===== src/logic/rsc_pkg.sv =====
// constants and types shared by the radio sequencer control register bank
package rsc_pkg;
  // register indices; byte address is four times the index
  localparam logic [15:0] IDX_OPERAND_X  = 16'hdf12;
  localparam logic [15:0] IDX_OPERAND_Y  = 16'hdf13;
  localparam logic [15:0] IDX_OPERAND_Z  = 16'hdf14;
  localparam logic [15:0] IDX_CONDITION  = 16'hdf15;
  localparam logic [15:0] IDX_LOOP_CNT   = 16'hdf16;
  localparam logic [15:0] IDX_REG_POWER  = 16'hdf17;
  localparam logic [15:0] IDX_TIMING_HI  = 16'hdf20;
  localparam logic [15:0] IDX_TIMING_LO  = 16'hdf21;
  localparam logic [15:0] IDX_AND_MASK_H = 16'hdf22;
  localparam int          ADDR_W         = 18;

  // reset values
  localparam logic [7:0] RST_OPERAND    = 8'h00;
  localparam logic [7:0] RST_LOOP_CNT   = 8'h00;
  localparam logic       RST_CONDITION  = 1'b0;
  localparam logic       RST_REG_OFF    = 1'b1;
  localparam logic [2:0] RST_REG_DELAY  = 3'b100;
  localparam logic [2:0] RST_RX2DEMOD   = 3'b011;
  localparam logic [2:0] RST_SW_LEAD    = 3'b110;
  localparam logic [1:0] RST_PA_LEAD_HI = 2'b10;
  localparam logic [1:0] RST_PA_LEAD_LO = 2'b10;
  localparam logic [2:0] RST_END2SW     = 3'b010;
  localparam logic [2:0] RST_END2PA     = 3'b100;
  localparam logic [7:0] RST_AND_MASK   = 8'hbf;
  localparam logic [7:0] LOOP_NO_DEC    = 8'hff;

  // field positions
  localparam int POS_REG_OFF     = 3;
  localparam int POS_REG_OFF_DLY = 4;
  localparam int POS_RX2DEMOD    = 5;
  localparam int POS_SW_LEAD     = 2;
  localparam int POS_PA_LEAD_LO  = 6;
  localparam int POS_END2SW      = 3;
  localparam int POS_END2PA      = 0;
  localparam int POS_VGA_RST_N   = 7;
  localparam int POS_EXT_BIAS    = 5;
  localparam int POS_BUF_SEL     = 4;
  localparam int POS_PRESCALER   = 3;
  localparam int POS_PA_NEG      = 2;
  localparam int POS_PA_POS      = 1;
  localparam int POS_TX_DAC      = 0;

  // timing
  localparam int CLK_PERIOD_PS   = 5000;
  localparam int US_PS           = 1000000;
  localparam int US_CYCLES       = US_PS / CLK_PERIOD_PS;
  localparam int SYMBOL_US       = 16;
  localparam int CAL_HALF_SYMB   = 13;
  localparam int CAL_US          = (CAL_HALF_SYMB * SYMBOL_US + 1) / 2;
  localparam int RX_STEP_US      = 5;

  typedef enum logic [2:0] {
    TX_IDLE = 3'b000,
    TX_LEAD = 3'b001,
    TX_ON   = 3'b010,
    TX_TAIL = 3'b011
  } rsc_tx_state_type;

  typedef enum logic [1:0] {
    RX_IDLE  = 2'b00,
    RX_CAL   = 2'b01,
    RX_CHAIN = 2'b10,
    RX_DEMOD = 2'b11
  } rsc_rx_state_type;

  // analogue control lines after masking
  typedef struct packed {
    logic vga_reset_n;
    logic pa_external_bias_ctl;
    logic buffer_select;
    logic prescaler_off;
    logic pa_negative_path_off;
    logic pa_positive_path_off;
    logic tx_converter_off;
    logic upmixer_off;
  } rsc_analog_type;

  // operand registers seen by the sequencer
  typedef struct packed {
    logic [7:0] x;
    logic [7:0] y;
    logic [7:0] z;
    logic       condition;
  } rsc_operands_type;

  // regulator on-delay in microseconds per code
  function automatic logic [10:0] reg_delay_us(input logic [2:0] code);
    case (code)
      3'b000:  reg_delay_us = 11'd0;
      3'b001:  reg_delay_us = 11'd31;
      3'b010:  reg_delay_us = 11'd63;
      3'b011:  reg_delay_us = 11'd125;
      3'b100:  reg_delay_us = 11'd250;
      3'b101:  reg_delay_us = 11'd500;
      3'b110:  reg_delay_us = 11'd1000;
      default: reg_delay_us = 11'd2000;
    endcase
  endfunction
endpackage


===== src/logic/rsc_regs.sv =====
// radio sequencer control register bank with radio timing engine and mask
//
// Chosen here: the AXI4-Lite register port.
`timescale 1ns/100ps
// Operation
// - timer overflow while running decrements loop counter
// - halt program when counter about to reach zero
// - all-ones loop counter is never decremented
// - X operand feeds sequencer, resets to zero
// - Y operand used and updated by sequencer
// - Z operand decremented by sequencer, evaluated
// - condition bit writable, bits 7:1 read zero
// - regulator off bit, set powers down, resets one
// - read-only delayed copy of regulator off bit
// - delay code selects 0 to 2000 us
// - demodulator enabled field times 5 us later
// - RX chain starts after 6.5 symbol calibration
// - switch raised programmed us before TX
// - PA powered programmed us before TX, split field
// - switch dropped programmed us after last chip
// - PA and modulator off programmed us after end
// - mask bit 7 gates VGA peak reset
// - mask bit 5 gates PA external bias
// - mask bit 4 gates buffer select
// - both PA paths off also powers mixers down
// - mask bits 3..0 gate power-down lines
module rsc_regs (
  input  wire logic                       sys_clk_in,
  input  wire logic                       arst_n_in,
  input  wire logic [rsc_pkg::ADDR_W-1:0] s_axi_awaddr_in,
  input  wire logic                       s_axi_awvalid_in,
  output logic                            s_axi_awready_out,
  input  wire logic [31:0]                s_axi_wdata_in,
  input  wire logic [3:0]                 s_axi_wstrb_in,
  input  wire logic                       s_axi_wvalid_in,
  output logic                            s_axi_wready_out,
  output logic [1:0]                      s_axi_bresp_out,
  output logic                            s_axi_bvalid_out,
  input  wire logic                       s_axi_bready_in,
  input  wire logic [rsc_pkg::ADDR_W-1:0] s_axi_araddr_in,
  input  wire logic                       s_axi_arvalid_in,
  output logic                            s_axi_arready_out,
  output logic [31:0]                     s_axi_rdata_out,
  output logic [1:0]                      s_axi_rresp_out,
  output logic                            s_axi_rvalid_out,
  input  wire logic                       s_axi_rready_in,
  input  wire logic                       seq_running_in,
  input  wire logic                       timer_overflow_in,
  input  wire logic                       seq_y_load_in,
  input  wire logic [7:0]                 seq_y_value_in,
  input  wire logic                       seq_z_dec_in,
  input  wire logic                       rx_request_in,
  input  wire logic                       tx_request_in,
  input  wire logic                       tx_last_chip_in,
  output rsc_pkg::rsc_operands_type       seq_operands_out,
  output logic                            seq_halt_out,
  output logic                            regulator_off_out,
  output logic                            rx_chain_en_out,
  output logic                            demod_en_out,
  output logic                            tx_en_out,
  output logic                            modulator_en_out,
  output rsc_pkg::rsc_analog_type         analog_out
);
  // register storage
  logic [7:0]  x_q, y_q, z_q, loop_q, mask_q;
  logic        cond_q, reg_off_q, reg_off_dly_q;
  logic [2:0]  reg_delay_q, rx2demod_q, sw_lead_q, end2sw_q, end2pa_q;
  logic [3:0]  pa_lead_q;
  logic        halt_q;
  // bus channel state
  logic        aw_full_q, w_full_q;
  logic [rsc_pkg::ADDR_W-1:0] aw_addr_q;
  logic [31:0] w_data_q;
  logic [3:0]  w_strb_q;
  logic        wr_go, wr_hit, rd_hit;
  logic [7:0]  rd_byte;
  logic [15:0] wr_idx;
  // timing
  logic [7:0]  us_div_q;
  logic        us_tick;
  logic [10:0] reg_cnt_q;
  logic [7:0]  rx_cnt_q, tx_cnt_q;
  logic        rx_req_q;
  logic        sw_on_q, pa_on_q, tx_on_q, mod_on_q;
  rsc_pkg::rsc_rx_state_type rx_state_q;
  rsc_pkg::rsc_tx_state_type tx_state_q;
  logic [3:0]  lead_max;
  rsc_pkg::rsc_analog_type lines;

  function automatic logic mapped(input logic [15:0] idx);
    mapped = (idx >= rsc_pkg::IDX_OPERAND_X && idx <= rsc_pkg::IDX_REG_POWER) ||
             (idx >= rsc_pkg::IDX_TIMING_HI && idx <= rsc_pkg::IDX_AND_MASK_H);
  endfunction

  function automatic logic [15:0] word_idx(input logic [rsc_pkg::ADDR_W-1:0] a);
    word_idx = a[rsc_pkg::ADDR_W-1:2];
  endfunction

  // write channels: address and data in either order
  assign wr_go  = aw_full_q && w_full_q && !s_axi_bvalid_out;
  assign wr_idx = word_idx(aw_addr_q);
  assign wr_hit = wr_go && mapped(wr_idx) && w_strb_q[0];

  always_ff @(posedge sys_clk_in or negedge arst_n_in) begin
    if (!arst_n_in) begin
      aw_full_q         <= 1'b0;
      aw_addr_q         <= '0;
      s_axi_awready_out <= 1'b0;
    end else if (s_axi_awvalid_in && s_axi_awready_out) begin
      aw_full_q         <= 1'b1;
      aw_addr_q         <= s_axi_awaddr_in;
      s_axi_awready_out <= 1'b0;
    end else if (wr_go) begin
      aw_full_q         <= 1'b0;
    end else begin
      s_axi_awready_out <= !aw_full_q && !s_axi_awready_out;
    end
  end

  always_ff @(posedge sys_clk_in or negedge arst_n_in) begin
    if (!arst_n_in) begin
      w_full_q         <= 1'b0;
      w_data_q         <= '0;
      w_strb_q         <= '0;
      s_axi_wready_out <= 1'b0;
    end else if (s_axi_wvalid_in && s_axi_wready_out) begin
      w_full_q         <= 1'b1;
      w_data_q         <= s_axi_wdata_in;
      w_strb_q         <= s_axi_wstrb_in;
      s_axi_wready_out <= 1'b0;
    end else if (wr_go) begin
      w_full_q         <= 1'b0;
    end else begin
      s_axi_wready_out <= !w_full_q && !s_axi_wready_out;
    end
  end

  // unmapped index: slave error, nothing stored
  always_ff @(posedge sys_clk_in or negedge arst_n_in) begin
    if (!arst_n_in) begin
      s_axi_bvalid_out <= 1'b0;
      s_axi_bresp_out  <= 2'b00;
    end else if (wr_go) begin
      s_axi_bvalid_out <= 1'b1;
      s_axi_bresp_out  <= mapped(wr_idx) ? 2'b00 : 2'b10;
    end else if (s_axi_bready_in) begin
      s_axi_bvalid_out <= 1'b0;
    end
  end

  // read channel: one cycle from address to data
  always_comb begin
    rd_byte = 8'h00;
    rd_hit  = mapped(word_idx(s_axi_araddr_in));
    case (word_idx(s_axi_araddr_in))
      rsc_pkg::IDX_OPERAND_X:  rd_byte = x_q;
      rsc_pkg::IDX_OPERAND_Y:  rd_byte = y_q;
      rsc_pkg::IDX_OPERAND_Z:  rd_byte = z_q;
      rsc_pkg::IDX_CONDITION:  rd_byte = {7'b000_0000, cond_q};
      rsc_pkg::IDX_LOOP_CNT:   rd_byte = loop_q;
      rsc_pkg::IDX_REG_POWER:  rd_byte = {3'b000, reg_off_dly_q, reg_off_q, reg_delay_q};
      rsc_pkg::IDX_TIMING_HI:  rd_byte = {rx2demod_q, sw_lead_q, pa_lead_q[3:2]};
      rsc_pkg::IDX_TIMING_LO:  rd_byte = {pa_lead_q[1:0], end2sw_q, end2pa_q};
      rsc_pkg::IDX_AND_MASK_H: rd_byte = {mask_q[7], 1'b0, mask_q[5:0]};
      default:                 rd_byte = 8'h00;
    endcase
  end

  always_ff @(posedge sys_clk_in or negedge arst_n_in) begin
    if (!arst_n_in) begin
      s_axi_arready_out <= 1'b0;
      s_axi_rvalid_out  <= 1'b0;
      s_axi_rdata_out   <= '0;
      s_axi_rresp_out   <= 2'b00;
    end else if (s_axi_arvalid_in && s_axi_arready_out) begin
      s_axi_arready_out <= 1'b0;
      s_axi_rvalid_out  <= 1'b1;
      s_axi_rdata_out   <= {24'h00_0000, rd_byte};
      s_axi_rresp_out   <= rd_hit ? 2'b00 : 2'b10;
    end else if (s_axi_rvalid_out) begin
      s_axi_rvalid_out  <= !s_axi_rready_in;
    end else begin
      s_axi_arready_out <= !s_axi_arready_out;
    end
  end

  // sequencer updates beat a same-cycle software write
  always_ff @(posedge sys_clk_in or negedge arst_n_in) begin
    if (!arst_n_in) begin
      x_q    <= rsc_pkg::RST_OPERAND;
      y_q    <= rsc_pkg::RST_OPERAND;
      z_q    <= rsc_pkg::RST_OPERAND;
      cond_q <= rsc_pkg::RST_CONDITION;
    end else begin
      if (wr_hit && wr_idx == rsc_pkg::IDX_OPERAND_X) x_q <= w_data_q[7:0];
      if (seq_y_load_in) y_q <= seq_y_value_in;
      else if (wr_hit && wr_idx == rsc_pkg::IDX_OPERAND_Y) y_q <= w_data_q[7:0];
      if (seq_z_dec_in) z_q <= z_q - 8'h01;
      else if (wr_hit && wr_idx == rsc_pkg::IDX_OPERAND_Z) z_q <= w_data_q[7:0];
      if (wr_hit && wr_idx == rsc_pkg::IDX_CONDITION) cond_q <= w_data_q[0];
    end
  end

  always_ff @(posedge sys_clk_in or negedge arst_n_in) begin
    if (!arst_n_in) begin
      loop_q <= rsc_pkg::RST_LOOP_CNT;
      halt_q <= 1'b0;
    end else begin
      halt_q <= 1'b0;
      if (seq_running_in && timer_overflow_in && loop_q != rsc_pkg::LOOP_NO_DEC) begin
        loop_q <= loop_q - 8'h01;
        halt_q <= (loop_q == 8'h01);
      end else if (wr_hit && wr_idx == rsc_pkg::IDX_LOOP_CNT) begin
        loop_q <= w_data_q[7:0];
      end
    end
  end

  always_ff @(posedge sys_clk_in or negedge arst_n_in) begin
    if (!arst_n_in) begin
      seq_operands_out <= '0;
      seq_halt_out     <= 1'b0;
    end else begin
      seq_operands_out <= '{x: x_q, y: y_q, z: z_q, condition: cond_q};
      seq_halt_out     <= halt_q;
    end
  end

  // microsecond enable shared by every delay
  assign us_tick = (us_div_q == 8'(rsc_pkg::US_CYCLES - 1));

  always_ff @(posedge sys_clk_in or negedge arst_n_in) begin
    if (!arst_n_in) us_div_q <= 8'h00;
    else us_div_q <= us_tick ? 8'h00 : us_div_q + 8'h01;
  end

  always_ff @(posedge sys_clk_in or negedge arst_n_in) begin
    if (!arst_n_in) begin
      reg_off_q   <= rsc_pkg::RST_REG_OFF;
      reg_delay_q <= rsc_pkg::RST_REG_DELAY;
    end else if (wr_hit && wr_idx == rsc_pkg::IDX_REG_POWER) begin
      reg_off_q   <= w_data_q[rsc_pkg::POS_REG_OFF];
      reg_delay_q <= w_data_q[2:0];
    end
  end

  // power-up waits the chosen delay, up to 1 us short; power-down is at once
  always_ff @(posedge sys_clk_in or negedge arst_n_in) begin
    if (!arst_n_in) begin
      reg_off_dly_q <= rsc_pkg::RST_REG_OFF;
      reg_cnt_q     <= 11'd0;
    end else if (reg_off_q) begin
      reg_off_dly_q <= 1'b1;
      reg_cnt_q     <= 11'd0;
    end else if (reg_off_dly_q) begin
      if (reg_cnt_q >= rsc_pkg::reg_delay_us(reg_delay_q)) reg_off_dly_q <= 1'b0;
      else if (us_tick) reg_cnt_q <= reg_cnt_q + 11'd1;
    end
  end

  always_ff @(posedge sys_clk_in or negedge arst_n_in) begin
    if (!arst_n_in) begin
      rx2demod_q <= rsc_pkg::RST_RX2DEMOD;
      sw_lead_q  <= rsc_pkg::RST_SW_LEAD;
      pa_lead_q  <= {rsc_pkg::RST_PA_LEAD_HI, rsc_pkg::RST_PA_LEAD_LO};
      end2sw_q   <= rsc_pkg::RST_END2SW;
      end2pa_q   <= rsc_pkg::RST_END2PA;
    end else if (wr_hit && wr_idx == rsc_pkg::IDX_TIMING_HI) begin
      rx2demod_q     <= w_data_q[rsc_pkg::POS_RX2DEMOD +: 3];
      sw_lead_q      <= w_data_q[rsc_pkg::POS_SW_LEAD +: 3];
      pa_lead_q[3:2] <= w_data_q[1:0];
    end else if (wr_hit && wr_idx == rsc_pkg::IDX_TIMING_LO) begin
      pa_lead_q[1:0] <= w_data_q[rsc_pkg::POS_PA_LEAD_LO +: 2];
      end2sw_q       <= w_data_q[rsc_pkg::POS_END2SW +: 3];
      end2pa_q       <= w_data_q[rsc_pkg::POS_END2PA +: 3];
    end
  end

  always_ff @(posedge sys_clk_in or negedge arst_n_in) begin
    if (!arst_n_in) begin
      rx_state_q <= rsc_pkg::RX_IDLE;
      rx_cnt_q   <= 8'h00;
    end else if (!rx_request_in) begin
      rx_state_q <= rsc_pkg::RX_IDLE;
      rx_cnt_q   <= 8'h00;
    end else begin
      unique case (rx_state_q)
        rsc_pkg::RX_IDLE: begin
          rx_state_q <= rsc_pkg::RX_CAL;
        end
        rsc_pkg::RX_CAL: begin
          if (rx_cnt_q == 8'(rsc_pkg::CAL_US)) begin
            rx_state_q <= rsc_pkg::RX_CHAIN;
            rx_cnt_q   <= 8'h00;
          end else if (us_tick) rx_cnt_q <= rx_cnt_q + 8'h01;
        end
        rsc_pkg::RX_CHAIN: begin
          if (rx_cnt_q == 8'(rx2demod_q * rsc_pkg::RX_STEP_US)) rx_state_q <= rsc_pkg::RX_DEMOD;
          else if (us_tick) rx_cnt_q <= rx_cnt_q + 8'h01;
        end
        rsc_pkg::RX_DEMOD: rx_state_q <= rsc_pkg::RX_DEMOD;
      endcase
    end
  end

  // transmit: leads are counted back from TX enable
  assign lead_max = (pa_lead_q > {1'b0, sw_lead_q}) ? pa_lead_q : {1'b0, sw_lead_q};

  always_ff @(posedge sys_clk_in or negedge arst_n_in) begin
    if (!arst_n_in) begin
      tx_state_q <= rsc_pkg::TX_IDLE;
      tx_cnt_q   <= 8'h00;
      sw_on_q    <= 1'b0;
      pa_on_q    <= 1'b0;
      tx_on_q    <= 1'b0;
      mod_on_q   <= 1'b0;
    end else begin
      unique case (tx_state_q)
        rsc_pkg::TX_IDLE: begin
          tx_cnt_q <= 8'h00;
          if (tx_request_in) tx_state_q <= rsc_pkg::TX_LEAD;
        end
        rsc_pkg::TX_LEAD: begin
          if (tx_cnt_q == 8'(lead_max - {1'b0, sw_lead_q})) sw_on_q <= 1'b1;
          if (tx_cnt_q == 8'(lead_max - pa_lead_q)) pa_on_q <= 1'b1;
          if (tx_cnt_q == 8'(lead_max)) begin
            tx_on_q    <= 1'b1;
            mod_on_q   <= 1'b1;
            tx_state_q <= rsc_pkg::TX_ON;
          end else if (us_tick) tx_cnt_q <= tx_cnt_q + 8'h01;
        end
        rsc_pkg::TX_ON: begin
          tx_cnt_q <= 8'h00;
          if (tx_last_chip_in) begin
            tx_on_q    <= 1'b0;
            tx_state_q <= rsc_pkg::TX_TAIL;
          end
        end
        rsc_pkg::TX_TAIL: begin
          if (tx_cnt_q >= 8'(end2sw_q)) sw_on_q <= 1'b0;
          if (tx_cnt_q >= 8'(end2pa_q)) begin
            pa_on_q  <= 1'b0;
            mod_on_q <= 1'b0;
          end
          if (tx_cnt_q >= 8'(end2sw_q) && tx_cnt_q >= 8'(end2pa_q)) tx_state_q <= rsc_pkg::TX_IDLE;
          else if (us_tick) tx_cnt_q <= tx_cnt_q + 8'h01;
        end
        default: tx_state_q <= rsc_pkg::TX_IDLE;
      endcase
    end
  end

  always_ff @(posedge sys_clk_in or negedge arst_n_in) begin
    if (!arst_n_in) mask_q <= rsc_pkg::RST_AND_MASK;
    else if (wr_hit && wr_idx == rsc_pkg::IDX_AND_MASK_H) mask_q <= w_data_q[7:0] & rsc_pkg::RST_AND_MASK;
  end

  // all-ones mask leaves the state machine lines untouched
  always_comb begin
    lines.vga_reset_n          = mask_q[rsc_pkg::POS_VGA_RST_N] & (rx_state_q == rsc_pkg::RX_DEMOD);
    lines.pa_external_bias_ctl = mask_q[rsc_pkg::POS_EXT_BIAS] & pa_on_q;
    lines.buffer_select        = mask_q[rsc_pkg::POS_BUF_SEL] & sw_on_q;
    lines.prescaler_off        = mask_q[rsc_pkg::POS_PRESCALER] & reg_off_dly_q;
    lines.pa_negative_path_off = mask_q[rsc_pkg::POS_PA_NEG] & !pa_on_q;
    lines.pa_positive_path_off = mask_q[rsc_pkg::POS_PA_POS] & !pa_on_q;
    lines.tx_converter_off     = mask_q[rsc_pkg::POS_TX_DAC] & !mod_on_q;
    lines.upmixer_off          = lines.pa_negative_path_off & lines.pa_positive_path_off;
  end

  always_ff @(posedge sys_clk_in or negedge arst_n_in) begin
    if (!arst_n_in) begin
      analog_out        <= 8'h7f;
      regulator_off_out <= rsc_pkg::RST_REG_OFF;
      rx_chain_en_out   <= 1'b0;
      demod_en_out      <= 1'b0;
      tx_en_out         <= 1'b0;
      modulator_en_out  <= 1'b0;
    end else begin
      analog_out        <= lines;
      regulator_off_out <= reg_off_q;
      rx_chain_en_out   <= (rx_state_q == rsc_pkg::RX_CHAIN) || (rx_state_q == rsc_pkg::RX_DEMOD);
      demod_en_out      <= (rx_state_q == rsc_pkg::RX_DEMOD);
      tx_en_out         <= tx_on_q;
      modulator_en_out  <= mod_on_q;
    end
  end
endmodule // rsc_regs


===== config.mk =====
export PLATFORM = sky130hd
export DESIGN_NAME = rsc_regs
export DESIGN_NICKNAME = d
export VERILOG_FILES = /design/src/logic/rsc_pkg.sv /design/src/logic/rsc_regs.sv
export SDC_FILE = /design/constraint.sdc
export NUM_CORES = 1
export LEC_CHECK = 0
export ABC_AREA = 1
export ABC_CLOCK_PERIOD_IN_PS = 8600
export BUFFER_PORTS_ARGS = -buffer_cell sky130_fd_sc_hd__buf_2
export CELL_PAD_IN_SITES_DETAIL_PLACEMENT = 1
export CELL_PAD_IN_SITES_GLOBAL_PLACEMENT = 1
export CORE_UTILIZATION = 35
export CTS_BUF_LIST = sky130_fd_sc_hd__clkbuf_4 sky130_fd_sc_hd__clkbuf_8
export DETAILED_ROUTE_END_ITERATION = 7
export GPL_TIMING_DRIVEN = 0
export PLACE_DENSITY = 0.71
export SYNTH_ARGS = -nofsm -noshare
export SYNTH_HDL_FRONTEND = slang
export SYNTH_SLANG_ARGS = --single-unit

===== constraint.sdc =====
create_clock -name sys_clk_in -period 8.6 [get_ports sys_clk_in]
set_input_delay 2.15 -clock sys_clk_in [delete_from_list [all_inputs] [get_ports sys_clk_in]]
set_output_delay 2.15 -clock sys_clk_in [all_outputs]
set_load 0.02 [all_outputs]

### Word-level counts from Yosys, hierarchy flattened

Cells that the tools add are included.

| word-level totals | value |
|---|---|
| register bits | 191 |
| input port bits | 94 |
| output and inout bits | 80 |
| word-level logic and storage cells | 268 |

| cells by class | value |
|---|---|
| $add $sub $neg | 8 |
| multipliers | 1 |
| order comparisons | 12 |
| equal/unequal tests | 56 |
| mux-type cells | 63 |
| bitwise logic cells | 9 |
| reduce and logical (&&, ||, !) cells | 62 |

Operators by type and width:

| cell | count |
|---|---|
| $eq 16x16->1 const B | 18 |
| $mux 8 | 14 |
| $pmux 11 s7 | 1 |
| $pmux 8 s9 | 1 |
| $mux 11 | 6 |
| $ge 16x16->1 const B | 4 |
| $le 16x16->1 const B | 4 |
| $logic_and 1x1->1 | 25 |
| $add 8x1->8 const B | 3 |
| $pmux 8 s3 | 1 |
| $mux 1 | 23 |
| $ne 2x2->1 const B | 11 |
| $reduce_bool 2->1 | 10 |
| $reduce_and 3->1 | 6 |
| $eq 8x8->1 | 2 |
| $ge 8x3->1 | 2 |
| $pmux 8 s2 | 1 |
| $sub 8x1->8 const B | 2 |
| $eq 3x2->1 const B | 4 |
| $mux 3 | 4 |
| $pmux 3 s4 | 1 |
| $add 11x1->11 const B | 1 |
| $ge 11x11->1 | 1 |
| $mux 2 | 5 |
| 30 further kinds | 61 |

### Logic depth before layout (Yosys ltp)

| depth | value |
|---|---|
| depth after elaboration | 8 |
| mapped depth | 21 |

### Worst setup path before layout

OpenSTA, ideal clock, no wires.

| timing path | value |
|---|---|
| path type | input to register |
| start | input s_axi_araddr_in[9] (netlist name) |
| end | register s_axi_rresp_out[1] |
| setup time | 0.118 ns |
| data arrival time | 3.220 ns |
| path slack | 5.263 ns |
| stages | 10 |
| cells stage by stage | nor2_1 > inv_1 > nor2_1 > nand2_2 > nor3_2 > nor2_1 > nand2_1 > nor3_1 > nand2_1 > nand2_1 |

| on the way | value |
|---|---|
| longest elaborated chain between the ends | 4 |

Ends and longest elaborated chain:

| element | line | source |
|---|---|---|
| start: declaration | rsc_regs.sv:40 | `input wire logic [rsc_pkg::ADDR_W-1:0] s_axi_araddr_in,` |
| $ge 16x16->1 (tied with other cells) | rsc_regs.sv:91 | `mapped = (idx >= rsc_pkg::IDX_OPERAND_X && idx <= rsc_pkg::IDX_REG_POWER) \|\|` |
| $logic_and 1x1->1 (on tied branches) | rsc_regs.sv:91, rsc_regs.sv:92 |  |
| $logic_or 1x1->1 * | rsc_regs.sv:91 |  |
| $mux 2 * | rsc_regs.sv:179 | `s_axi_rresp_out <= rd_hit ? 2'b00 : 2'b10;` |
| end signal: assignment | rsc_regs.sv:179 |  |
| end: declaration | rsc_regs.sv:44 | `output logic [1:0] s_axi_rresp_out,` |

Every way passes the cells marked *; elsewhere a longest branch is shown, timed or not.
A chain may end at the register's enable or synchronous reset.

### Worst setup path after layout

| timing path | value |
|---|---|
| start | input s_axi_araddr_in[17] (netlist name) |
| end | register s_axi_rdata_out[3] |

| on the way | value |
|---|---|
| longest elaborated chain between the ends | 2 |

Ends and longest elaborated chain:

| element | line | source |
|---|---|---|
| $eq 16x16->1 | rsc_regs.sv:155 | `case (word_idx(s_axi_araddr_in))` |
| $pmux 8 s9 * | rsc_regs.sv:155 |  |
| end signal: assignment | rsc_regs.sv:178 | `s_axi_rdata_out <= {24'h00_0000, rd_byte};` |
| end: declaration | rsc_regs.sv:43 | `output logic [31:0] s_axi_rdata_out,` |

Marks and branches as above.

==> metrics.cfg <==
[synth]
synth_top_area_cell=dfrtp_1
synth_area_leaders=dfrtp_1, nand2_1, dfstp_2
synth-edff-count=0
synth_flop_cell=dfrtp_1
syn_inst=1262
ys_types=55
synth.avg_cell_area_um2=8.44
synth-async-reset-ratio_pct=100
netlist_area_um2=10700
yosys_warnings=0
synth_commonest_cells=nand2_1, dfrtp_1, inv_1, nand3_1, nor2_1
yosysSeqAreaShare_pct=44.0
synth_most_common_cell=nand2_1
ys_ff_latch=186
synth_top_area_share_pct=37.6

[cells_and_area]
fillers=3610
area_delta_synth_final_pct=15.3
largest_reg_flops=25
nets=1558
register_area_um2=4690
layout-drive-gt1-share_pct=22.3
regMostFlops=seq_operands_out
multi_input_area_um2=5220
reg.largest.list=seq_operands_out x25, aw_addr_q x16, reg_cnt_q x11
diodes=0

[timing]
min_period_ns=3.40
slew_headroom_pct=40.1
hold_viol=0
fin_crit_sh_pct=39.5
whs_ns=0.357
fin_tns_setup_ns=0
finClkSkew_ns=0.0203
slew_viol_final=0
fin_ws_ns=5.20
rsz0062_at_grt=false
fmax_mhz=294
setup-violations-final=0
tightest_slew_ns=0.898

[floorplanning]
start_util_pct=35.8
dieArea_um2=31100
die-height_um=176
placementRows=63
core_um2=29800
num_io_pins=174
die_x_um=176

[min_path]
hold_end=seq_halt_out
min_path_cells=0
hp-class=reg2reg
min_from=halt_q

[power_and_ir_drop]
p_leak_nw=6.06
vdd_drop_max_v=0.000138
powerDensity_nw_per_um2=216

[clocking]
numCtsBuffers=17
cts_num_sinks=186
cts_tree=yes
cts_setup_buffers=0
ctsHoldBuffers=0
root_buffer=clkbuf_8
clk_pin_slew_worst_paths_ns=0.11
clockBufferDepth=2
insertion_delay_ns=0.49
cts_resized=0
htree_levels=4

[grt]
grtUsageTotal_pct=20.2
grt_max_degree=111
grt_pass1_wl_um=49100
antenna_found_initial=1
grt_pass1_vias=9357
overflow=0

[route]
drt_pass1_iterations=4
drcViolationCount=0
drt_iter0_drc=419
vias=8936
ant_nets=0
routed_via_density=4.90
wl_per_cell_um=16.4
routed_wl_um=29800

[setup_path]
critPathLaunchType=input port
reg2reg_from=sw_lead_q[1]
critPathKind=in2reg
critPathCaptureType=register
arrival_ns=3.83
timing.rr.end=sw_on_q
crit_fanout=9
rr_worst_depth=19
required_ns=9.03
rrSetupSlack_ns=5.32

[run]
maxCapViolCount=0

[placed_design]
dpl_worst_slack_ns=4.63
place.detailed.hpwl_um=22400
numPortBuffers=113
gp_congestion=0.853

[outcome]
status=finished, final reports clean

-- per-layer routing --
layer	wire length, µm	up-vias	track usage, %	part of all wire, %
met5	0	-	0	0
met4	472	0	4.81	1.6
met3	1190	31	4.05	4.0
met2	14700	143	33.6	49
met1	13500	4372	26.7	45
li1	-	4390	-	-
-- metrics by stage --
stage | std cells | utilization, % | power (W) | area, µm²
final | 1823 | 41.2 | 0.00266 | 12300
after global routing | 1823 | 41.2 | 0.00284 | 12300
after CTS | 1823 | 41.2 | 0.00270 | 12300
after detailed placement | 1791 | 39.7 | 0.00203 | 11800
after global placement | 1790 | 39.6 | 0.00199 | 11800
after floorplan | 1287 | - | 0.00173 | 10700
-- power by group --
| group | internal, W | switching, W |
|---|---|---|
| sequential | 0.00103 | 0.000129 |
| combinational | 0.000273 | 0.000573 |
| clock | 0.000260 | 0.000394 |
| total | 0.00156 | 0.00110 |
-- worst max-delay path, cell delays in order --
cell     delay, ns
buf_2         0.17
nand4_4       0.17
nor2_8        0.21
inv_2         0.09
nor3_2        0.46
nand2_1       0.12
nand2_1       0.13
nor2_1        0.05
nand3_1       0.13
nand2_1       0.07
nand2_1       0.06
-- logic make-up after synthesis --
kind of cell | share of synthesized area, %
AO/OA/AOI/OAI | 9.24
XOR/XNOR | 3.62
adder cells (fa/ha/maj) | 5.31
buffers and inverters | 7.88
flip-flops | 44.0
multiplexers | 1.37
other | 0.0352
AND/OR/NAND/NOR | 28.5
-- worst max path at each step --
stage | startpoint | endpoint | slack (ns) | cells after the start
after floorplan | s_axi_araddr_in[9] | s_axi_rresp_out[1] | 5.26 | 10
after global placement | arst_n_in | aw_addr_q[9] | 2.17 | 1
after detailed placement | s_axi_araddr_in[17] | s_axi_rdata_out[3] | 4.63 | 11
after CTS | s_axi_araddr_in[17] | s_axi_rdata_out[3] | 5.16 | 11
after global routing | s_axi_araddr_in[17] | s_axi_rdata_out[3] | 4.98 | 11
final | s_axi_araddr_in[17] | s_axi_rdata_out[3] | 5.20 | 11
-- cells in the final DEF (no fill, tap or decap), types with 9 or more instances in the layout --
| cell type | Yosys | layout |
|---|---|---|
| buf_4 | 27 | 27 |
| nand4_4 | 9 | 9 |
| nor3_1 | 16 | 16 |
| mux2_2 | 13 | 13 |
| nand2_2 | 12 | 12 |
| xor2_1 | 28 | 28 |
| inv_1 | 114 | 114 |
| dfrtp_1 | 160 | 160 |
| o21ai_1 | 15 | 15 |
| nand2_1 | 322 | 322 |
| dfstp_2 | 26 | 26 |
| clkbuf_8 | 0 | 18 |
| o31ai_1 | 9 | 9 |
| conb_1 | 1 | 26 |
| o21ai_2 | 23 | 23 |
| nor2_1 | 97 | 97 |
| buf_2 | 11 | 123 |
| clkbuf_1 | 14 | 14 |
| a21oi_1 | 39 | 39 |
| nand4_1 | 19 | 19 |
| o21ai_0 | 72 | 72 |
| xnor2_1 | 16 | 16 |
| nand3_1 | 97 | 97 |
| ha_1 | 42 | 42 |
-- layout make-up --
type | count | share of cell area (%)
multi-input cells | 919 | 42.5
plain buffers | 58 | 3.05
clock buffers | 18 | 2.02
well taps | 390 | 3.97
repair buffers | 114 | 4.91
clock inverters | 14 | 1.61
inverters | 124 | 3.79
flip-flops and latches | 186 | 38.2
Power figures use the tool's default switching activity.
